$ cat config.mk
export PLATFORM = sky130hd
export DESIGN_NAME = ccr_regs
export DESIGN_NICKNAME = d
export VERILOG_FILES = /design/src/include/ccr_pkg.sv /design/src/design/ccr_fs_divider.sv /design/src/design/ccr_regs.sv
export VERILOG_INCLUDE_DIRS = /design/src /design/src/include
export SDC_FILE = /design/constraint.sdc
export NUM_CORES = 1
export LEC_CHECK = 0
export BUFFER_PORTS_ARGS = -buffer_cell sky130_fd_sc_hd__buf_4
export CAP_MARGIN = 20
export CORE_ASPECT_RATIO = 1.4
export CORE_MARGIN = 2
export CORE_UTILIZATION = 40
export CTS_CLUSTER_DIAMETER = 50
export DETAILED_ROUTE_END_ITERATION = 8
export GPL_TIMING_DRIVEN = 1
export PLACE_DENSITY = 0.63
export SYNTH_ARGS = -nofsm -noshare
export SYNTH_HDL_FRONTEND = slang
export SYNTH_SLANG_ARGS = --single-unit
$ cat constraint.sdc
create_clock -name clk -period 9.6 [get_ports clk]
set_input_delay 2.88 -clock clk [delete_from_list [all_inputs] [get_ports clk]]
set_output_delay 2.88 -clock clk [all_outputs]
set_load 0.02 [all_outputs]
$ cat src/include/ccr_map.svh
// register offsets, field positions and reset values for the codec control subset
`ifndef CCR_MAP_SVH
`define CCR_MAP_SVH

// register numbers carried in the pointer byte
`define CCR_REG3 8'h03
`define CCR_REG4 8'h04
`define CCR_REG5 8'h05

// sub-register select codes in D7-D6
`define CCR_SUB_HI 7
`define CCR_SUB_LO 6
`define CCR_SUB_A 2'h0
`define CCR_SUB_B 2'h1
`define CCR_SUB_C 2'h2
`define CCR_SUB_D 2'h3

// output mute and filter bits
`define CCR_BIT_FILT 5
`define CCR_BIT_HNS 3
`define CCR_BIT_HDS 2
`define CCR_BIT_LNO 1
`define CCR_BIT_SPK 0

// version and oversampling fields
`define CCR_VER_HI 4
`define CCR_VER_LO 2
`define CCR_OSR_HI 1
`define CCR_OSR_LO 0
`define CCR_OSR_RST 2'h0
`define CCR_OSR_512 10'h200
`define CCR_OSR_256 10'h100
`define CCR_OSR_128 10'h080
`define CCR_OSR_CODE_256 2'h2

// six-bit fields: bias value and adc gain
`define CCR_SIX_HI 5
`define CCR_SIX_LO 0
`define CCR_SIX_RST 6'h00

// divider register fields
`define CCR_DIV_SEL 7
`define CCR_M_HI 6
`define CCR_M_LO 0
`define CCR_N_HI 6
`define CCR_N_LO 3
`define CCR_P_HI 2
`define CCR_P_LO 0
`define CCR_M_RST 7'h01
`define CCR_N_RST 4'h1
`define CCR_P_RST 3'h1
`define CCR_M_ZERO_VAL 8'h80
`define CCR_N_ZERO_VAL 5'h10
`define CCR_P_ZERO_VAL 4'h8
`define CCR_FS_PRESCALE 21'h000010

// adc gain codes, gain in half-dB units
`define CCR_GAIN_LIN_MAX 6'h1B
`define CCR_GAIN_C28 6'h1C
`define CCR_GAIN_C29 6'h1D
`define CCR_GAIN_C30 6'h1E
`define CCR_GAIN_MUTE 6'h1F
`define CCR_GAIN_42DB 7'h54
`define CCR_GAIN_48DB 7'h60
`define CCR_GAIN_54DB 7'h6C
`define CCR_GAIN_STEP 7'h03

// two-wire port
`define CCR_BITS_PER_BYTE 4'h8

`endif

$ cat src/include/ccr_pkg.sv
// types for the codec control subset
package ccr_pkg;

  typedef enum logic [2:0] {
    ST_IDLE,
    ST_ADDR,
    ST_REG,
    ST_WDATA,
    ST_ACK,
    ST_TX,
    ST_TXACK
  } ccr_state_t;

  typedef struct packed {
    logic voiceFilter;
    logic handsetMute;
    logic headsetMute;
    logic lineOutMute;
    logic speakerMute;
  } ccr_drv_t;

  typedef struct packed {
    logic [6:0] mCode;
    logic [3:0] nCode;
    logic [2:0] pCode;
  } ccr_div_t;

endpackage

$ cat src/design/ccr_fs_divider.sv
// frame-sync divider: one pulse every 16*M*N*P master clocks
`timescale 1ns/1ps
`include "ccr_map.svh"

module ccr_fs_divider #(
  parameter int CNT_W = 21
) (
  input wire logic clk,
  input wire logic rst,
  input wire ccr_pkg::ccr_div_t divCode,
  output logic frameSyncQ
);

  if (CNT_W < 19 || CNT_W > 21) begin : g_bad_width
    $error("ccr_fs_divider: CNT_W must be 19 to 21");
  end

  logic [7:0] mVal;
  logic [4:0] nVal;
  logic [3:0] pVal;
  logic [CNT_W-1:0] product;
  logic [CNT_W-1:0] terminal;
  logic [CNT_W-1:0] cnt_q;

  // zero codes stand for the top of each range
  always_comb begin
    mVal = (divCode.mCode == 7'h00) ? `CCR_M_ZERO_VAL : {1'b0, divCode.mCode};
    nVal = (divCode.nCode == 4'h0) ? `CCR_N_ZERO_VAL : {1'b0, divCode.nCode};
    pVal = (divCode.pCode == 3'h0) ? `CCR_P_ZERO_VAL : {1'b0, divCode.pCode};
    product = CNT_W'(mVal) * CNT_W'(nVal) * CNT_W'(pVal) * CNT_W'(`CCR_FS_PRESCALE);
    terminal = product - CNT_W'(1'b1);
  end

  // count master clocks, wrap early if the divider shrinks
  always_ff @(posedge clk) begin
    if (rst) begin
      cnt_q <= '0;
      frameSyncQ <= 1'b0;
    end else if (cnt_q >= terminal) begin
      cnt_q <= '0;
      frameSyncQ <= 1'b1;
    end else begin
      cnt_q <= cnt_q + CNT_W'(1'b1);
      frameSyncQ <= 1'b0;
    end
  end

endmodule

$ cat src/design/ccr_regs.sv
// codec control register subset behind a two-wire host port
// Summary of operation
// D5 enables 300 Hz-3.3 kHz voice filter
// D3 mutes handset, D2 mutes headset
// D1 mutes the line output driver
// D0 mutes the speaker driver
// D4-D2 reads device version code
// D1-D0 picks DAC oversampling 512/256/128
// D5-D0 holds bias DAC input value
// D7 chooses M load or N,P load
// frame sync is clock over 16*M*N*P
// M field zero means 128
// P field zero means 8
// N field codes 1-15 give N
// gain code steps 1.5 dB to 27
// codes 28-30 give 42/48/54 dB, 31 mutes
// host selects sub-register in D7-D6
// N field zero means 16
`timescale 1ns/1ps
`include "ccr_map.svh"

module ccr_regs #(
  parameter logic [6:0] DEV_ADDR = 7'h40,
  // arbitrary version code
  parameter logic [2:0] VERSION_CODE = 3'h5
) (
  input wire logic clk,
  input wire logic rst,
  input wire logic scl,
  input wire logic sdaIn,
  output logic sdaOutQ,
  output logic sdaOeQ,
  output ccr_pkg::ccr_drv_t driverCtrlQ,
  output logic [1:0] osrSelectQ,
  output logic [9:0] osrRatioQ,
  output logic [5:0] biasDacQ,
  output ccr_pkg::ccr_div_t divCodeQ,
  output logic frameSyncQ,
  output logic [5:0] adcGainCodeQ,
  output logic [6:0] adcGainHalfDbQ,
  output logic adcInputMuteQ
);

  if (DEV_ADDR == 7'h00) begin : g_bad_addr
    $error("ccr_regs: DEV_ADDR must not be the general call address");
  end

  // pin synchronisers: index 0 is scl, index 1 is sda
  logic [1:0] pinIn;
  logic [1:0] sync1_q;
  logic [1:0] sync2_q;
  logic [1:0] sync3_q;
  logic [1:0] stable_q;
  logic [1:0] prev_q;

  assign pinIn = {sdaIn, scl};

  genvar gi;
  generate
    for (gi = 0; gi < 2; gi++) begin : g_sync
      always_ff @(posedge clk) begin
        if (rst) begin
          sync1_q[gi] <= 1'b1;
          sync2_q[gi] <= 1'b1;
          sync3_q[gi] <= 1'b1;
          stable_q[gi] <= 1'b1;
          prev_q[gi] <= 1'b1;
        end else begin
          sync1_q[gi] <= pinIn[gi];
          sync2_q[gi] <= sync1_q[gi];
          sync3_q[gi] <= sync2_q[gi];
          if (sync2_q[gi] == sync3_q[gi]) begin
            stable_q[gi] <= sync3_q[gi];
          end
          prev_q[gi] <= stable_q[gi];
        end
      end
    end
  endgenerate

  logic sclS;
  logic sdaS;
  logic sclRise;
  logic sclFall;
  logic startEv;
  logic stopEv;

  always_comb begin
    sclS = stable_q[0];
    sdaS = stable_q[1];
    sclRise = sclS && !prev_q[0];
    sclFall = !sclS && prev_q[0];
    startEv = sclS && prev_q[0] && !sdaS && prev_q[1];
    stopEv = sclS && prev_q[0] && sdaS && !prev_q[1];
  end

  // pointer decode shared by write and read paths
  function automatic logic ptrIs(input logic [7:0] ptr, input logic [7:0] reg_num);
    ptrIs = (ptr == reg_num);
  endfunction

  // stored register state
  logic [7:0] regPtr_q;
  logic [1:0] rdSub3_q;
  logic [7:0] div4Last_q;
  logic [7:0] readByte;

  always_comb begin
    readByte = 8'h00;
    if (ptrIs(regPtr_q, `CCR_REG3)) begin
      if (rdSub3_q == `CCR_SUB_B) begin
        readByte = {`CCR_SUB_B, driverCtrlQ.voiceFilter, 1'b0, driverCtrlQ.handsetMute,
                    driverCtrlQ.headsetMute, driverCtrlQ.lineOutMute, driverCtrlQ.speakerMute};
      end else if (rdSub3_q == `CCR_SUB_C) begin
        readByte = {`CCR_SUB_C, 1'b0, VERSION_CODE, osrSelectQ};
      end else if (rdSub3_q == `CCR_SUB_D) begin
        readByte = {`CCR_SUB_D, biasDacQ};
      end
    end else if (ptrIs(regPtr_q, `CCR_REG4)) begin
      readByte = div4Last_q;
    end else if (ptrIs(regPtr_q, `CCR_REG5)) begin
      readByte = {`CCR_SUB_A, adcGainCodeQ};
    end
  end

  // two-wire slave receiver and transmitter
  ccr_pkg::ccr_state_t state_q;
  ccr_pkg::ccr_state_t afterAck_q;
  logic [3:0] bitCnt_q;
  logic [7:0] shift_q;
  logic [7:0] txShift_q;
  logic nack_q;
  logic wrStb_q;
  logic [7:0] wrData_q;
  logic [7:0] rxByte;

  assign rxByte = shift_q;

  always_ff @(posedge clk) begin
    if (rst) begin
      state_q <= ccr_pkg::ST_IDLE;
      afterAck_q <= ccr_pkg::ST_IDLE;
      bitCnt_q <= 4'h0;
      shift_q <= 8'h00;
      txShift_q <= 8'h00;
      nack_q <= 1'b0;
      sdaOeQ <= 1'b0;
      regPtr_q <= 8'h00;
      wrStb_q <= 1'b0;
      wrData_q <= 8'h00;
    end else begin
      wrStb_q <= 1'b0;
      if (startEv) begin
        state_q <= ccr_pkg::ST_ADDR;
        bitCnt_q <= 4'h0;
        sdaOeQ <= 1'b0;
      end else if (stopEv) begin
        state_q <= ccr_pkg::ST_IDLE;
        sdaOeQ <= 1'b0;
      end else begin
        case (state_q)
          ccr_pkg::ST_ADDR, ccr_pkg::ST_REG, ccr_pkg::ST_WDATA: begin
            if (sclRise) begin
              shift_q <= {shift_q[6:0], sdaS};
              bitCnt_q <= bitCnt_q + 4'h1;
            end else if (sclFall && bitCnt_q == `CCR_BITS_PER_BYTE) begin
              bitCnt_q <= 4'h0;
              if (state_q == ccr_pkg::ST_ADDR) begin
                if (rxByte[7:1] == DEV_ADDR) begin
                  state_q <= ccr_pkg::ST_ACK;
                  sdaOeQ <= 1'b1;
                  if (rxByte[0]) begin
                    afterAck_q <= ccr_pkg::ST_TX;
                    txShift_q <= readByte;
                  end else begin
                    afterAck_q <= ccr_pkg::ST_REG;
                  end
                end else begin
                  state_q <= ccr_pkg::ST_IDLE;
                end
              end else if (state_q == ccr_pkg::ST_REG) begin
                regPtr_q <= rxByte;
                state_q <= ccr_pkg::ST_ACK;
                sdaOeQ <= 1'b1;
                afterAck_q <= ccr_pkg::ST_WDATA;
              end else begin
                wrData_q <= rxByte;
                wrStb_q <= 1'b1;
                state_q <= ccr_pkg::ST_ACK;
                sdaOeQ <= 1'b1;
                afterAck_q <= ccr_pkg::ST_WDATA;
              end
            end
          end
          ccr_pkg::ST_ACK: begin
            if (sclFall) begin
              state_q <= afterAck_q;
              bitCnt_q <= 4'h0;
              sdaOeQ <= (afterAck_q == ccr_pkg::ST_TX) ? !txShift_q[7] : 1'b0;
            end
          end
          ccr_pkg::ST_TX: begin
            if (sclRise) begin
              bitCnt_q <= bitCnt_q + 4'h1;
            end else if (sclFall) begin
              if (bitCnt_q == `CCR_BITS_PER_BYTE) begin
                state_q <= ccr_pkg::ST_TXACK;
                bitCnt_q <= 4'h0;
                sdaOeQ <= 1'b0;
              end else begin
                txShift_q <= {txShift_q[6:0], 1'b0};
                sdaOeQ <= !txShift_q[6];
              end
            end
          end
          ccr_pkg::ST_TXACK: begin
            if (sclRise) begin
              nack_q <= sdaS;
              txShift_q <= readByte;
            end else if (sclFall) begin
              if (nack_q) begin
                state_q <= ccr_pkg::ST_IDLE;
                sdaOeQ <= 1'b0;
              end else begin
                state_q <= ccr_pkg::ST_TX;
                sdaOeQ <= !txShift_q[7];
              end
            end
          end
          default: begin
            state_q <= ccr_pkg::ST_IDLE;
            sdaOeQ <= 1'b0;
          end
        endcase
      end
    end
  end

  // open-drain: only ever pulls low
  always_ff @(posedge clk) begin
    sdaOutQ <= 1'b0;
  end

  logic [1:0] wrSub;
  logic wr3;
  logic wr4;
  logic wr5;

  always_comb begin
    wrSub = wrData_q[`CCR_SUB_HI:`CCR_SUB_LO];
    wr3 = wrStb_q && ptrIs(regPtr_q, `CCR_REG3);
    wr4 = wrStb_q && ptrIs(regPtr_q, `CCR_REG4);
    wr5 = wrStb_q && ptrIs(regPtr_q, `CCR_REG5) && (wrSub == `CCR_SUB_A);
  end

  // read-back sub-register follows the last register 3 write with sub-register B, C or D
  always_ff @(posedge clk) begin
    if (rst) begin
      rdSub3_q <= `CCR_SUB_B;
    end else if (wr3 && wrSub != `CCR_SUB_A) begin
      rdSub3_q <= wrSub;
    end
  end

  // output drivers and voice filter
  always_ff @(posedge clk) begin
    if (rst) begin
      driverCtrlQ <= '0;
    end else if (wr3 && wrSub == `CCR_SUB_B) begin
      driverCtrlQ.voiceFilter <= wrData_q[`CCR_BIT_FILT];
      driverCtrlQ.handsetMute <= wrData_q[`CCR_BIT_HNS];
      driverCtrlQ.headsetMute <= wrData_q[`CCR_BIT_HDS];
      driverCtrlQ.lineOutMute <= wrData_q[`CCR_BIT_LNO];
      driverCtrlQ.speakerMute <= wrData_q[`CCR_BIT_SPK];
    end
  end

  // dac oversampling select and ratio
  always_ff @(posedge clk) begin
    if (rst) begin
      osrSelectQ <= `CCR_OSR_RST;
    end else if (wr3 && wrSub == `CCR_SUB_C) begin
      osrSelectQ <= wrData_q[`CCR_OSR_HI:`CCR_OSR_LO];
    end
  end

  always_ff @(posedge clk) begin
    if (rst) begin
      osrRatioQ <= `CCR_OSR_128;
    end else if (osrSelectQ[0]) begin
      osrRatioQ <= `CCR_OSR_512;
    end else if (osrSelectQ == `CCR_OSR_CODE_256) begin
      osrRatioQ <= `CCR_OSR_256;
    end else begin
      osrRatioQ <= `CCR_OSR_128;
    end
  end

  // bias dac input value
  always_ff @(posedge clk) begin
    if (rst) begin
      biasDacQ <= `CCR_SIX_RST;
    end else if (wr3 && wrSub == `CCR_SUB_D) begin
      biasDacQ <= wrData_q[`CCR_SIX_HI:`CCR_SIX_LO];
    end
  end

  // divider fields, loaded by the select bit
  always_ff @(posedge clk) begin
    if (rst) begin
      divCodeQ.mCode <= `CCR_M_RST;
      divCodeQ.nCode <= `CCR_N_RST;
      divCodeQ.pCode <= `CCR_P_RST;
      div4Last_q <= 8'h00;
    end else if (wr4) begin
      div4Last_q <= wrData_q;
      if (wrData_q[`CCR_DIV_SEL]) begin
        divCodeQ.mCode <= wrData_q[`CCR_M_HI:`CCR_M_LO];
      end else begin
        divCodeQ.nCode <= wrData_q[`CCR_N_HI:`CCR_N_LO];
        divCodeQ.pCode <= wrData_q[`CCR_P_HI:`CCR_P_LO];
      end
    end
  end

  ccr_fs_divider #(
    .CNT_W(21)
  ) u_fs_divider (
    .clk(clk),
    .rst(rst),
    .divCode(divCodeQ),
    .frameSyncQ(frameSyncQ)
  );

  // adc input gain code
  always_ff @(posedge clk) begin
    if (rst) begin
      adcGainCodeQ <= `CCR_SIX_RST;
    end else if (wr5) begin
      adcGainCodeQ <= wrData_q[`CCR_SIX_HI:`CCR_SIX_LO];
    end
  end

  // gain in half-dB units, codes 31 and above mute
  always_ff @(posedge clk) begin
    if (rst) begin
      adcGainHalfDbQ <= 7'h00;
      adcInputMuteQ <= 1'b0;
    end else if (adcGainCodeQ <= `CCR_GAIN_LIN_MAX) begin
      adcGainHalfDbQ <= 7'(adcGainCodeQ) * `CCR_GAIN_STEP;
      adcInputMuteQ <= 1'b0;
    end else if (adcGainCodeQ == `CCR_GAIN_C28) begin
      adcGainHalfDbQ <= `CCR_GAIN_42DB;
      adcInputMuteQ <= 1'b0;
    end else if (adcGainCodeQ == `CCR_GAIN_C29) begin
      adcGainHalfDbQ <= `CCR_GAIN_48DB;
      adcInputMuteQ <= 1'b0;
    end else if (adcGainCodeQ == `CCR_GAIN_C30) begin
      adcGainHalfDbQ <= `CCR_GAIN_54DB;
      adcInputMuteQ <= 1'b0;
    end else begin
      adcGainHalfDbQ <= 7'h00;
      adcInputMuteQ <= 1'b1;
    end
  end

endmodule

After elaboration in Yosys (flattened, before gate mapping)
Cells that the tools add are included.
{"block": "word_totals", "out_inout_bits": 54, "regBits": 138}
{"block": "op_classes", "n_reduce_logical": 48, "muxes": 65, "n_mul": 3, "n_bitwise": 8, "n_addsub": 3, "order_cmp": 2, "eq_ne": 50}
{"operator": "two-way mux 8 bit", "n": 15}
{"operator": "two-way mux 3 bit", "n": 14}
{"operator": "!= test 4 bit, second input constant", "n": 8}
{"operator": "two-way mux 4 bit", "n": 7}
{"operator": "two-way mux 7 bit", "n": 4}
{"operator": "!= test 2 bit, second input constant", "n": 13}
{"operator": "case mux 8 bit (3 select lines)", "n": 1}
{"operator": "AND reduction 8 bit", "n": 3}
{"operator": "adder 21 x 1 -> 21 bit, second input constant", "n": 1}
{"operator": "greater-or-equal comparator 21 bit", "n": 1}
{"operator": "subtractor 21 x 1 -> 21 bit, second input constant", "n": 1}
{"operator": "== test 6 x 5 -> 1 bit, second input constant", "n": 3}
{"operator": "multiplier 13 x 4 -> 17 bit", "n": 1}
{"operator": "two-way mux 1 bit", "n": 17}
{"operator": "== test 8 x 3 -> 1 bit, second input constant", "n": 2}
{"operator": "logical AND 1 bit", "n": 16}
{"operator": "AND reduction 7 bit", "n": 2}
{"operator": "multiplier 8 x 5 -> 13 bit", "n": 1}
{"operator": "== test 3 bit, second input constant", "n": 4}
{"operator": "!= test 3 bit, second input constant", "n": 4}
{"operator": "case mux 3 bit (4 select lines)", "n": 1}
{"operator": "case mux 4 bit (3 select lines)", "n": 1}
{"operator": "AND reduction 12 bit", "n": 1}
{"operator": "AND reduction 6 bit", "n": 2}
{"operator": "other kinds (31)", "n": 56}

Logic depth before layout (Yosys ltp)
Gate-level depths: netlist of run 1.
{"block": "logic_depth", "word_depth": 11, "ltp_mapped": 35, "depth_no_buf": 33}

Cells and area by module
A second synthesis of run 1 with hierarchy kept.
{"block": "hier_totals", "cells_unflattened": 1141, "area_unflattened_um2": 9695.5}
{"mod": "ccr_regs", "seq_area_each_um2": 2182.1, "instances": 1, "area_per_inst_um2": 5246.3, "cells_each": 588}
{"mod": "ccr_fs_divider", "seq_area_each_um2": 440.4, "instances": 1, "area_per_inst_um2": 4449.3, "cells_each": 553}

Least setup slack after synthesis of run 1
Ideal clock, no wire load.
{"block": "synth_timing", "path_kind": "flip-flop to flip-flop", "from": "reg divCodeQ[6] (netlist bit)", "to": "reg u_fs_divider.cnt_q[12]", "stages_incl_launch_ff": 34, "setup_slack_ns": 0.942, "arrival_time_ns": 8.531, "synth_period_minus_slack_ns": 8.658, "required_time_ns": 9.472, "n_path_buf": 2, "cell_sequence": "dfxtp_1 -> clkbuf_1 -> nor4_1 -> nand2_1 -> fa_1 -> fa_1 -> fa_1 -> inv_1 -> ha_1 -> a21o_1 -> a21oi_1 -> o21bai_1 -> a21oi_1 -> xnor2_1 -> and2_1 -> fa_1 -> inv_1 -> fa_1 -> inv_1 -> ha_1 -> and3_1 -> and3_1 -> a211o_1 -> a21o_1 -> a221oi_1 -> nand4_1 -> xnor3_1 -> ha_1 -> nand4_1 -> nor4b_1 -> a221oi_1 -> o211ai_1 -> clkbuf_1 -> nor2_1"}
{"block": "synth_between", "elab_chain_cells": 7}
{"item": "start, declared", "line_no": "ccr_regs.sv:37", "source": "output ccr_pkg::ccr_div_t divCodeQ,"}
{"item": "zero test 4 bit", "line_no": "ccr_fs_divider.sv:28", "source": "nVal = (divCode.nCode == 4'h0) ? `CCR_N_ZERO_VAL : {1'b0, divCode.nCode};"}
{"item": "two-way mux 5 bit *", "line_no": "ccr_fs_divider.sv:28"}
{"item": "multiplier 8 x 5 -> 13 bit *", "line_no": "ccr_fs_divider.sv:30", "source": "product = CNT_W'(mVal) * CNT_W'(nVal) * CNT_W'(pVal) * CNT_W'(`CCR_FS_PRESCALE);"}
{"item": "multiplier 13 x 4 -> 17 bit *", "line_no": "ccr_fs_divider.sv:30"}
{"item": "subtractor 21 x 1 -> 21 bit *", "line_no": "ccr_fs_divider.sv:31", "source": "terminal = product - CNT_W'(1'b1);"}
{"item": "greater-or-equal comparator 21 bit *", "line_no": "ccr_fs_divider.sv:39", "source": "end else if (cnt_q >= terminal) begin"}
{"item": "OR reduction 2 bit (no line) *"}
{"item": "end signal, assigned", "line_no": "ccr_fs_divider.sv:43", "source": "cnt_q <= cnt_q + CNT_W'(1'b1);"}
{"item": "end, declared", "line_no": "ccr_fs_divider.sv:23", "source": "logic [CNT_W-1:0] cnt_q;"}
Mark *: on every way between the ends. The rest lies on a longest branch, timed or not.
A chain may end at the register's enable or synchronous reset.

Worst setup path after layout of run 1
{"block": "layout_timing", "from": "reg divCodeQ[3] (netlist bit)", "to": "reg u_fs_divider.cnt_q[6]"}
The elaborated chain is that of the path after synthesis.

==> results of run 1 <==
## metal layers
| layer | track usage | part of all wire | vias up |
|---|---|---|---|
| met3 | 0.03722 | 0.031 | 30 |
| li1 | - | - | 3838 |
| met2 | 0.3404 | 0.54 | 94 |
| met5 | 0 | 0 | - |
| met1 | 0.2037 | 0.41 | 3676 |
| met4 | 0.05149 | 0.019 | 0 |
## cells in the final DEF (no fill, tap or decap), drive strengths merged, types with 10 or more instances in the layout
cell,instances
or2,10
inv,90
fa,41
xnor2,23
nor3,20
and3,17
mux2i,49
clkbuf,20
buf,54
dfxtp,131
nand2,103
a211oi,12
a21oi,66
nand2b,13
xor2,26
a21o,21
o21ai,39
nor2b,16
ha,76
nor2,111
and2,56
nand3,25
## cell type report
type	count	area, um^2	share of cell area
clock inverters	11	153.9	0.01455
clock buffers	20	446.7	0.04222
well taps	306	382.9	0.03619
multi-input cells	846	6233	0.5892
inverters	89	334.1	0.03158
repair buffers	54	405.4	0.03832
flip-flops and latches	131	2623	0.2479
## power by group
group          internal [mW]  total, mW  switching, mW
Clock                  0.416      0.660          0.244
Sequential             0.546      0.547        0.00145
Combinational        0.00341     0.0168         0.0133
Total                  0.965       1.22          0.259
## registers in the layout, summed over array words and instances (netlist names), 2 cells and up
signal	count
u_fs_divider.cnt_q	21
divCodeQ	14
div4Last_q	8
regPtr_q	8
rxByte	8
txShift_q	8
wrData_q	8
adcGainHalfDbQ	7
adcGainCodeQ	6
biasDacQ	6
driverCtrlQ	5
bitCnt_q	4
afterAck_q	3
osrRatioQ	3
state_q	3
osrSelectQ	2
prev_q	2
rdSub3_q	2
sync1_q	2
sync2_q	2
sync3_q	2
## final timing paths
kind               start                     to  slack [ns]  cells after the start
max          divCodeQ[3]  u_fs_divider.cnt_q[6]        0.75                     33
min           sync1_q[0]             sync2_q[0]        0.41                      1
max reg2reg  divCodeQ[3]  u_fs_divider.cnt_q[6]        0.75                     33
min reg2reg   sync1_q[0]             sync2_q[0]        0.41                      1
## synth_stat cells, types with 12 or more instances
| library cell | count | area, um^2 |
|---|---|---|
| nand2_1 | 103 | 386.6 |
| o21ai_0 | 38 | 190.2 |
| a211oi_1 | 12 | 90.09 |
| clkbuf_1 | 47 | 176.4 |
| dfxtp_1 | 131 | 2623 |
| and2_1 | 55 | 344.1 |
| nand2b_1 | 13 | 81.33 |
| xnor2_1 | 23 | 201.4 |
| fa_1 | 41 | 820.8 |
| a21oi_1 | 66 | 330.3 |
| nor3_1 | 19 | 95.09 |
| nor2b_1 | 15 | 93.84 |
| and3_1 | 16 | 100.1 |
| a21o_1 | 20 | 150.1 |
| inv_1 | 87 | 326.6 |
| nor2_1 | 110 | 412.9 |
| ha_1 | 76 | 950.9 |
| mux2i_1 | 49 | 490.5 |
| nand3_1 | 25 | 125.1 |
| xor2_1 | 26 | 227.7 |
## per-stage QoR
stage	setup WS (ns)	cells	hold WS, ns	utilization
4_1_cts	0.7481	1457	0.4110	0.4559
6_report	0.7549	1457	0.4098	0.4559
5_1_grt	0.09982	1457	0.4198	0.4559
3_5_place_dp	0.8024	1426	0.3957	0.4300
3_3_place_gp	1.050	1426	0.3974	0.4300
2_1_floorplan	0.9416	1122	0.3895	-
## cells by family (layout without fill, tap and decap cells)
group,count (synthesis),after routing
AND/OR/NAND/NOR,412,412
AO/OA/AOI/OAI,204,204
buffers and inverters,145,174
flip-flops,131,131
adder cells (fa/ha/maj),117,117
multiplexers,55,55
XOR/XNOR,50,50
other,1,8
==> run summary, run 1 <==
CP Data Required Time -> 9.89 ns
Synth Area in Adders -> 0.1884
largest family of logic cells by synthesized area -> simple AND/OR/NAND/NOR gates
Total Neg Setup Slack -> 0 ns
vias in the first global route -> 7,545
ANT cells -> 0
Clock transition at path regs -> 0.06 ns
Achievable Freq -> 113.1 MHz
EDFF count, synth -> 0
Power, Total -> 1.224 mW
All-Layer GR Usage -> 0.1804
GPL Wtd Cong -> 0.8505
Clock Sinks -> 131
CP bufs+invs -> 5
count of different cell masters after synthesis -> 81
Final Cell Area -> 10,580 um^2
slew margin rel. -> 0.3547
H-tree Lvls -> 4
Most common cell on crit path -> fa_1
VDD IR max -> 110.4 uV
CTS max path bufs -> 2
Synth Area per Inst -> 8.435 um^2
Chip Width -> 133.6 um
Post-Route WL -> 21,600 um
Vias/cell -> 5.242
RSZ-0062 raised after global routing -> false
Cells after Synth -> 1,115
first-pass GRT wire length -> 36,490 um
Compound-Gate Fraction of Synth Area -> 0.1427
Worst Tran Pin Value -> 0.9679 ns
Die Y -> 185.4 um
#FFs+latches synth -> 131
leakage -> 4.836 nW
Iter 0 DRT Violations -> 429
post-DP HPWL -> 16,330 um
vias -> 7,638
final setup vio count -> 0
Pre-Repair DR Iteration Count -> 5
CTS tree -> done
Core Region -> 23,200 um^2
root buf cell -> clkbuf_16
Hold Crit Class -> reg2reg
Placed Area -> 9978 um^2
CP max stage cell -> fa_1
critical path launch point type -> flop
Hold Violations, Final -> 0
postcts setup bufs -> 0
Final ANT Viol Nets -> 0
routed len/inst -> 14.83 um
Synth Warn # -> 0
# DRC -> 0
multiplexer share of the synthesized area -> 0.06053
ys async rst share -> 0
Final min period -> 8.845 ns
CP Max Fanout -> 20
Top FF cell, synth -> dfxtp_1
Total Nets Final -> 1,260
largest net degree at the start of global routing -> 96
CP top delay family -> adder cells
clk_lat worst skew -> 0.42 ns
Synth Area in XOR/XNOR -> 0.04802
Pwr per Cell Area -> 115.7 nW/um^2
area delta synth->final -> 12.48%
initial antenna violation count -> 0
period utilization -> 0.9214
IO buf count -> 49
Post-Synth Simple-Gate Area -> 0.2199
CTS resizes -> 0
max-cap viol count -> 0
sequential share of the synthesized area -> 0.2788
CTS buffer count -> 17
# hold bufs at CTS -> 0
Crit path arrival time -> 9.14 ns
run status -> completed
number of core rows -> 66
initial core utilization -> 0.4053
crit path kind -> reg2reg
fin. max-slew vios -> 0
CP max stage delay -> 0.56 ns
Worst Clk Skew -> 0.01074 ns
die area -> 24,770 um^2
IO Count -> 58
mapped cell area -> 9405 um^2
layout cells sized above 1 -> 0.09731
element type at the critical path end -> flop
number of fill cells -> 2,310
Congestion Overflow GR -> 0
(Power assumes the default switching activity.)
==> run 2, diff against run 1 <==
--- a/config.mk
+++ b/config.mk
@@ -6,15 +6,17 @@
 export SDC_FILE = /design/constraint.sdc
 export NUM_CORES = 1
 export LEC_CHECK = 0
-export BUFFER_PORTS_ARGS = -buffer_cell sky130_fd_sc_hd__buf_4
 export CAP_MARGIN = 20
 export CORE_ASPECT_RATIO = 1.4
 export CORE_MARGIN = 2
 export CORE_UTILIZATION = 40
 export CTS_CLUSTER_DIAMETER = 50
 export DETAILED_ROUTE_END_ITERATION = 8
+export DONT_BUFFER_PORTS = 1
+export GPL_ROUTABILITY_DRIVEN = 1
 export GPL_TIMING_DRIVEN = 1
-export PLACE_DENSITY = 0.63
+export PLACE_DENSITY = 0.61
+export SKIP_LAST_GASP = 1
 export SYNTH_ARGS = -nofsm -noshare
 export SYNTH_HDL_FRONTEND = slang
 export SYNTH_SLANG_ARGS = --single-unit
==> run summary, run 2 (same netlist as run 1, synthesis figures left out) <==
max-cap viol count -> 0 (unchanged)
Achievable Freq -> 113.5 MHz (was 113.1 MHz)
Finished Layout Cells -> 1,410 (was 1,457)
Worst Clk Skew -> 0.01075 ns (was 0.01074 ns)
element type at the critical path end -> flop (unchanged)
Hold Crit Class -> reg2reg (unchanged)
vias in the first global route -> 7,485 (was 7,545)
Die Y -> 185.4 um (unchanged)
most common cell after layout, fill and taps aside -> dfxtp_1 (unchanged)
# hold bufs at CTS -> 0 (unchanged)
Final ANT Viol Nets -> 0 (unchanged)
CP Max Fanout -> 20 (unchanged)
first-pass GRT wire length -> 36,250 um (was 36,490 um)
Core Util, Final -> 0.4397 (was 0.4559)
crit path kind -> reg2reg (unchanged)
Hold Violations, Final -> 0 (unchanged)
CP max stage cell -> fa_1 (unchanged)
CP max stage delay -> 0.55 ns (was 0.56 ns)
CP Data Required Time -> 9.91 ns (was 9.89 ns)
slew margin rel. -> 0.4828 (was 0.3547)
post-DP HPWL -> 16,370 um (was 16,330 um)
H-tree Lvls -> 4 (unchanged)
initial antenna violation count -> 0 (unchanged)
die area -> 24,770 um^2 (unchanged)
area delta synth->final -> 8.474% (was 12.48%)
Clock transition at path regs -> 0.06 ns (about the same)
Largest regs -> u_fs_divider.cnt_q x21, divCodeQ x14 (unchanged)
GPL Wtd Cong -> 0.8739 (was 0.8505)
Placed Cells -> 1,379 (was 1,426)
Vias/cell -> 5.289 (was 5.242)
VDD IR max -> 131.6 uV (was 110.4 uV)
CTS resizes -> 0 (unchanged)
most frequent cells in the layout -> 131 x dfxtp_1, 110 x nor2_1, 103 x nand2_1, 87 x inv_1, 76 x ha_1 (unchanged)
Post-Route WL -> 21,690 um (was 21,600 um)
run status -> completed (unchanged)
postcts setup bufs -> 0 (unchanged)
largest net degree at the start of global routing -> 97 (was 96)
# DRC -> 0 (unchanged)
clk_lat worst skew -> 0.43 ns (was 0.42 ns)
IO Count -> 58 (unchanged)
CTS max path bufs -> 2 (unchanged)
Pre-Repair DR Iteration Count -> 4 (was 5)
Core Region -> 23,200 um^2 (unchanged)
fin. max-slew vios -> 0 (unchanged)
layout cells sized above 1 -> 0.05978 (was 0.09731)
number of core rows -> 66 (unchanged)
Pwr per Cell Area -> 117.4 nW/um^2 (was 115.7 nW/um^2)
Worst Tran Pin Value -> 0.7748 ns (was 0.9679 ns)
IO buf count -> 0 (was 49)
CTS buffer count -> 17 (unchanged)
routed len/inst -> 15.38 um (was 14.83 um)
final setup margin -> 0.7878 ns (was 0.7549 ns)
final setup vio count -> 0 (unchanged)
Chip Width -> 133.6 um (unchanged)
initial core utilization -> 0.4053 (unchanged)
All-Layer GR Usage -> 0.1811 (was 0.1804)
Final min period -> 8.812 ns (was 8.845 ns)
dpl ws -> 0.7832 ns (was 0.8024 ns)
Clock Sinks -> 131 (unchanged)
number of fill cells -> 2,305 (was 2,310)
critical path launch point type -> flop (unchanged)
ANT cells -> 0 (unchanged)
Total Nets Final -> 1,213 (was 1,260)
max reg flops -> 21 (unchanged)
Congestion Overflow GR -> 0 (unchanged)
RSZ-0062 raised after global routing -> false (unchanged)
period utilization -> 0.9179 (was 0.9214)
Iter 0 DRT Violations -> 348 (was 429)
CTS tree -> done (unchanged)
vias -> 7,457 (was 7,638)
Most flops, register -> u_fs_divider.cnt_q (unchanged)
leakage -> 4.565 nW (was 4.836 nW)
root buf cell -> clkbuf_16 (unchanged)
Most common cell on crit path -> fa_1 (unchanged)
Crit path arrival time -> 9.12 ns (was 9.14 ns)
Total Neg Setup Slack -> 0 ns (unchanged)
run 2: changes by cell type in the layout (fill, tap and decap cells not counted), sizes merged:
cell      previous run  this run
clkinv               5         4
clkinvlp             2         5
bufinv               3         2
clkbuf              20        19
buf                 54         7
run 2: worst max-delay path: cells and delay by family (launching register included):
kind / cells / cell delay [ns]
buffers and inverters: 5 / 0.62
flip-flops: 1 / 0.45
AO/OA/AOI/OAI: 9 / 1.99
AND/OR/NAND/NOR: 9 / 1.69
XOR/XNOR: 2 / 0.37
adder cells (fa/ha/maj): 8 / 3.57
run 2: power by group:
part / internal [mW] / switching [mW]
combinational: 0.00239 / 0.00688
clock: 0.387 / 0.253
sequential: 0.546 / 0.00162
run 2: routing by layer:
layer / up-vias / wire, um / global-route usage
met5: - / 0 / 0
met4: 0 / 376 / 0.06170
met3: 33 / 812 / 0.04351
met2: 101 / 11530 / 0.3458
met1: 3571 / 8970 / 0.1934
li1: 3752 / - / -
run 2: area by class of cell:
class | count | area [um^2] | area share
Clock buffer | 19 | 442.9 | 0.04341
Sequential cell | 131 | 2623 | 0.2571
Tap cell | 306 | 382.9 | 0.03753
Inverter | 89 | 334.1 | 0.03274
Timing Repair Buffer | 7 | 52.55 | 0.005151
Clock inverter | 12 | 133.9 | 0.01312
Multi-Input combinational cell | 846 | 6233 | 0.6110
run 2: path summary, 6_finish.rpt:
path / startpoint / end / slack (ns) / depth (start not counted)
max reg2reg: divCodeQ[6] / u_fs_divider.cnt_q[3] / 0.79 / 33
min reg2reg: sync1_q[1] / sync2_q[1] / 0.41 / 1
min: sync1_q[1] / sync2_q[1] / 0.41 / 1
max: divCodeQ[6] / u_fs_divider.cnt_q[3] / 0.79 / 33
run 2: metrics by stage:
| stage | instance area, um^2 | power [mW] | hold WS [ns] |
|---|---|---|---|
| final | 10200 | 1.198 | 0.4111 |
| after detailed placement | 9625 | 0.5687 | 0.3961 |
| after floorplan | 9432 | 0.5741 | 0.3895 |
| after global placement | 9625 | 0.5687 | 0.3969 |
| after global routing | 10200 | 1.238 | 0.4217 |
| after CTS | 10200 | 1.211 | 0.4130 |
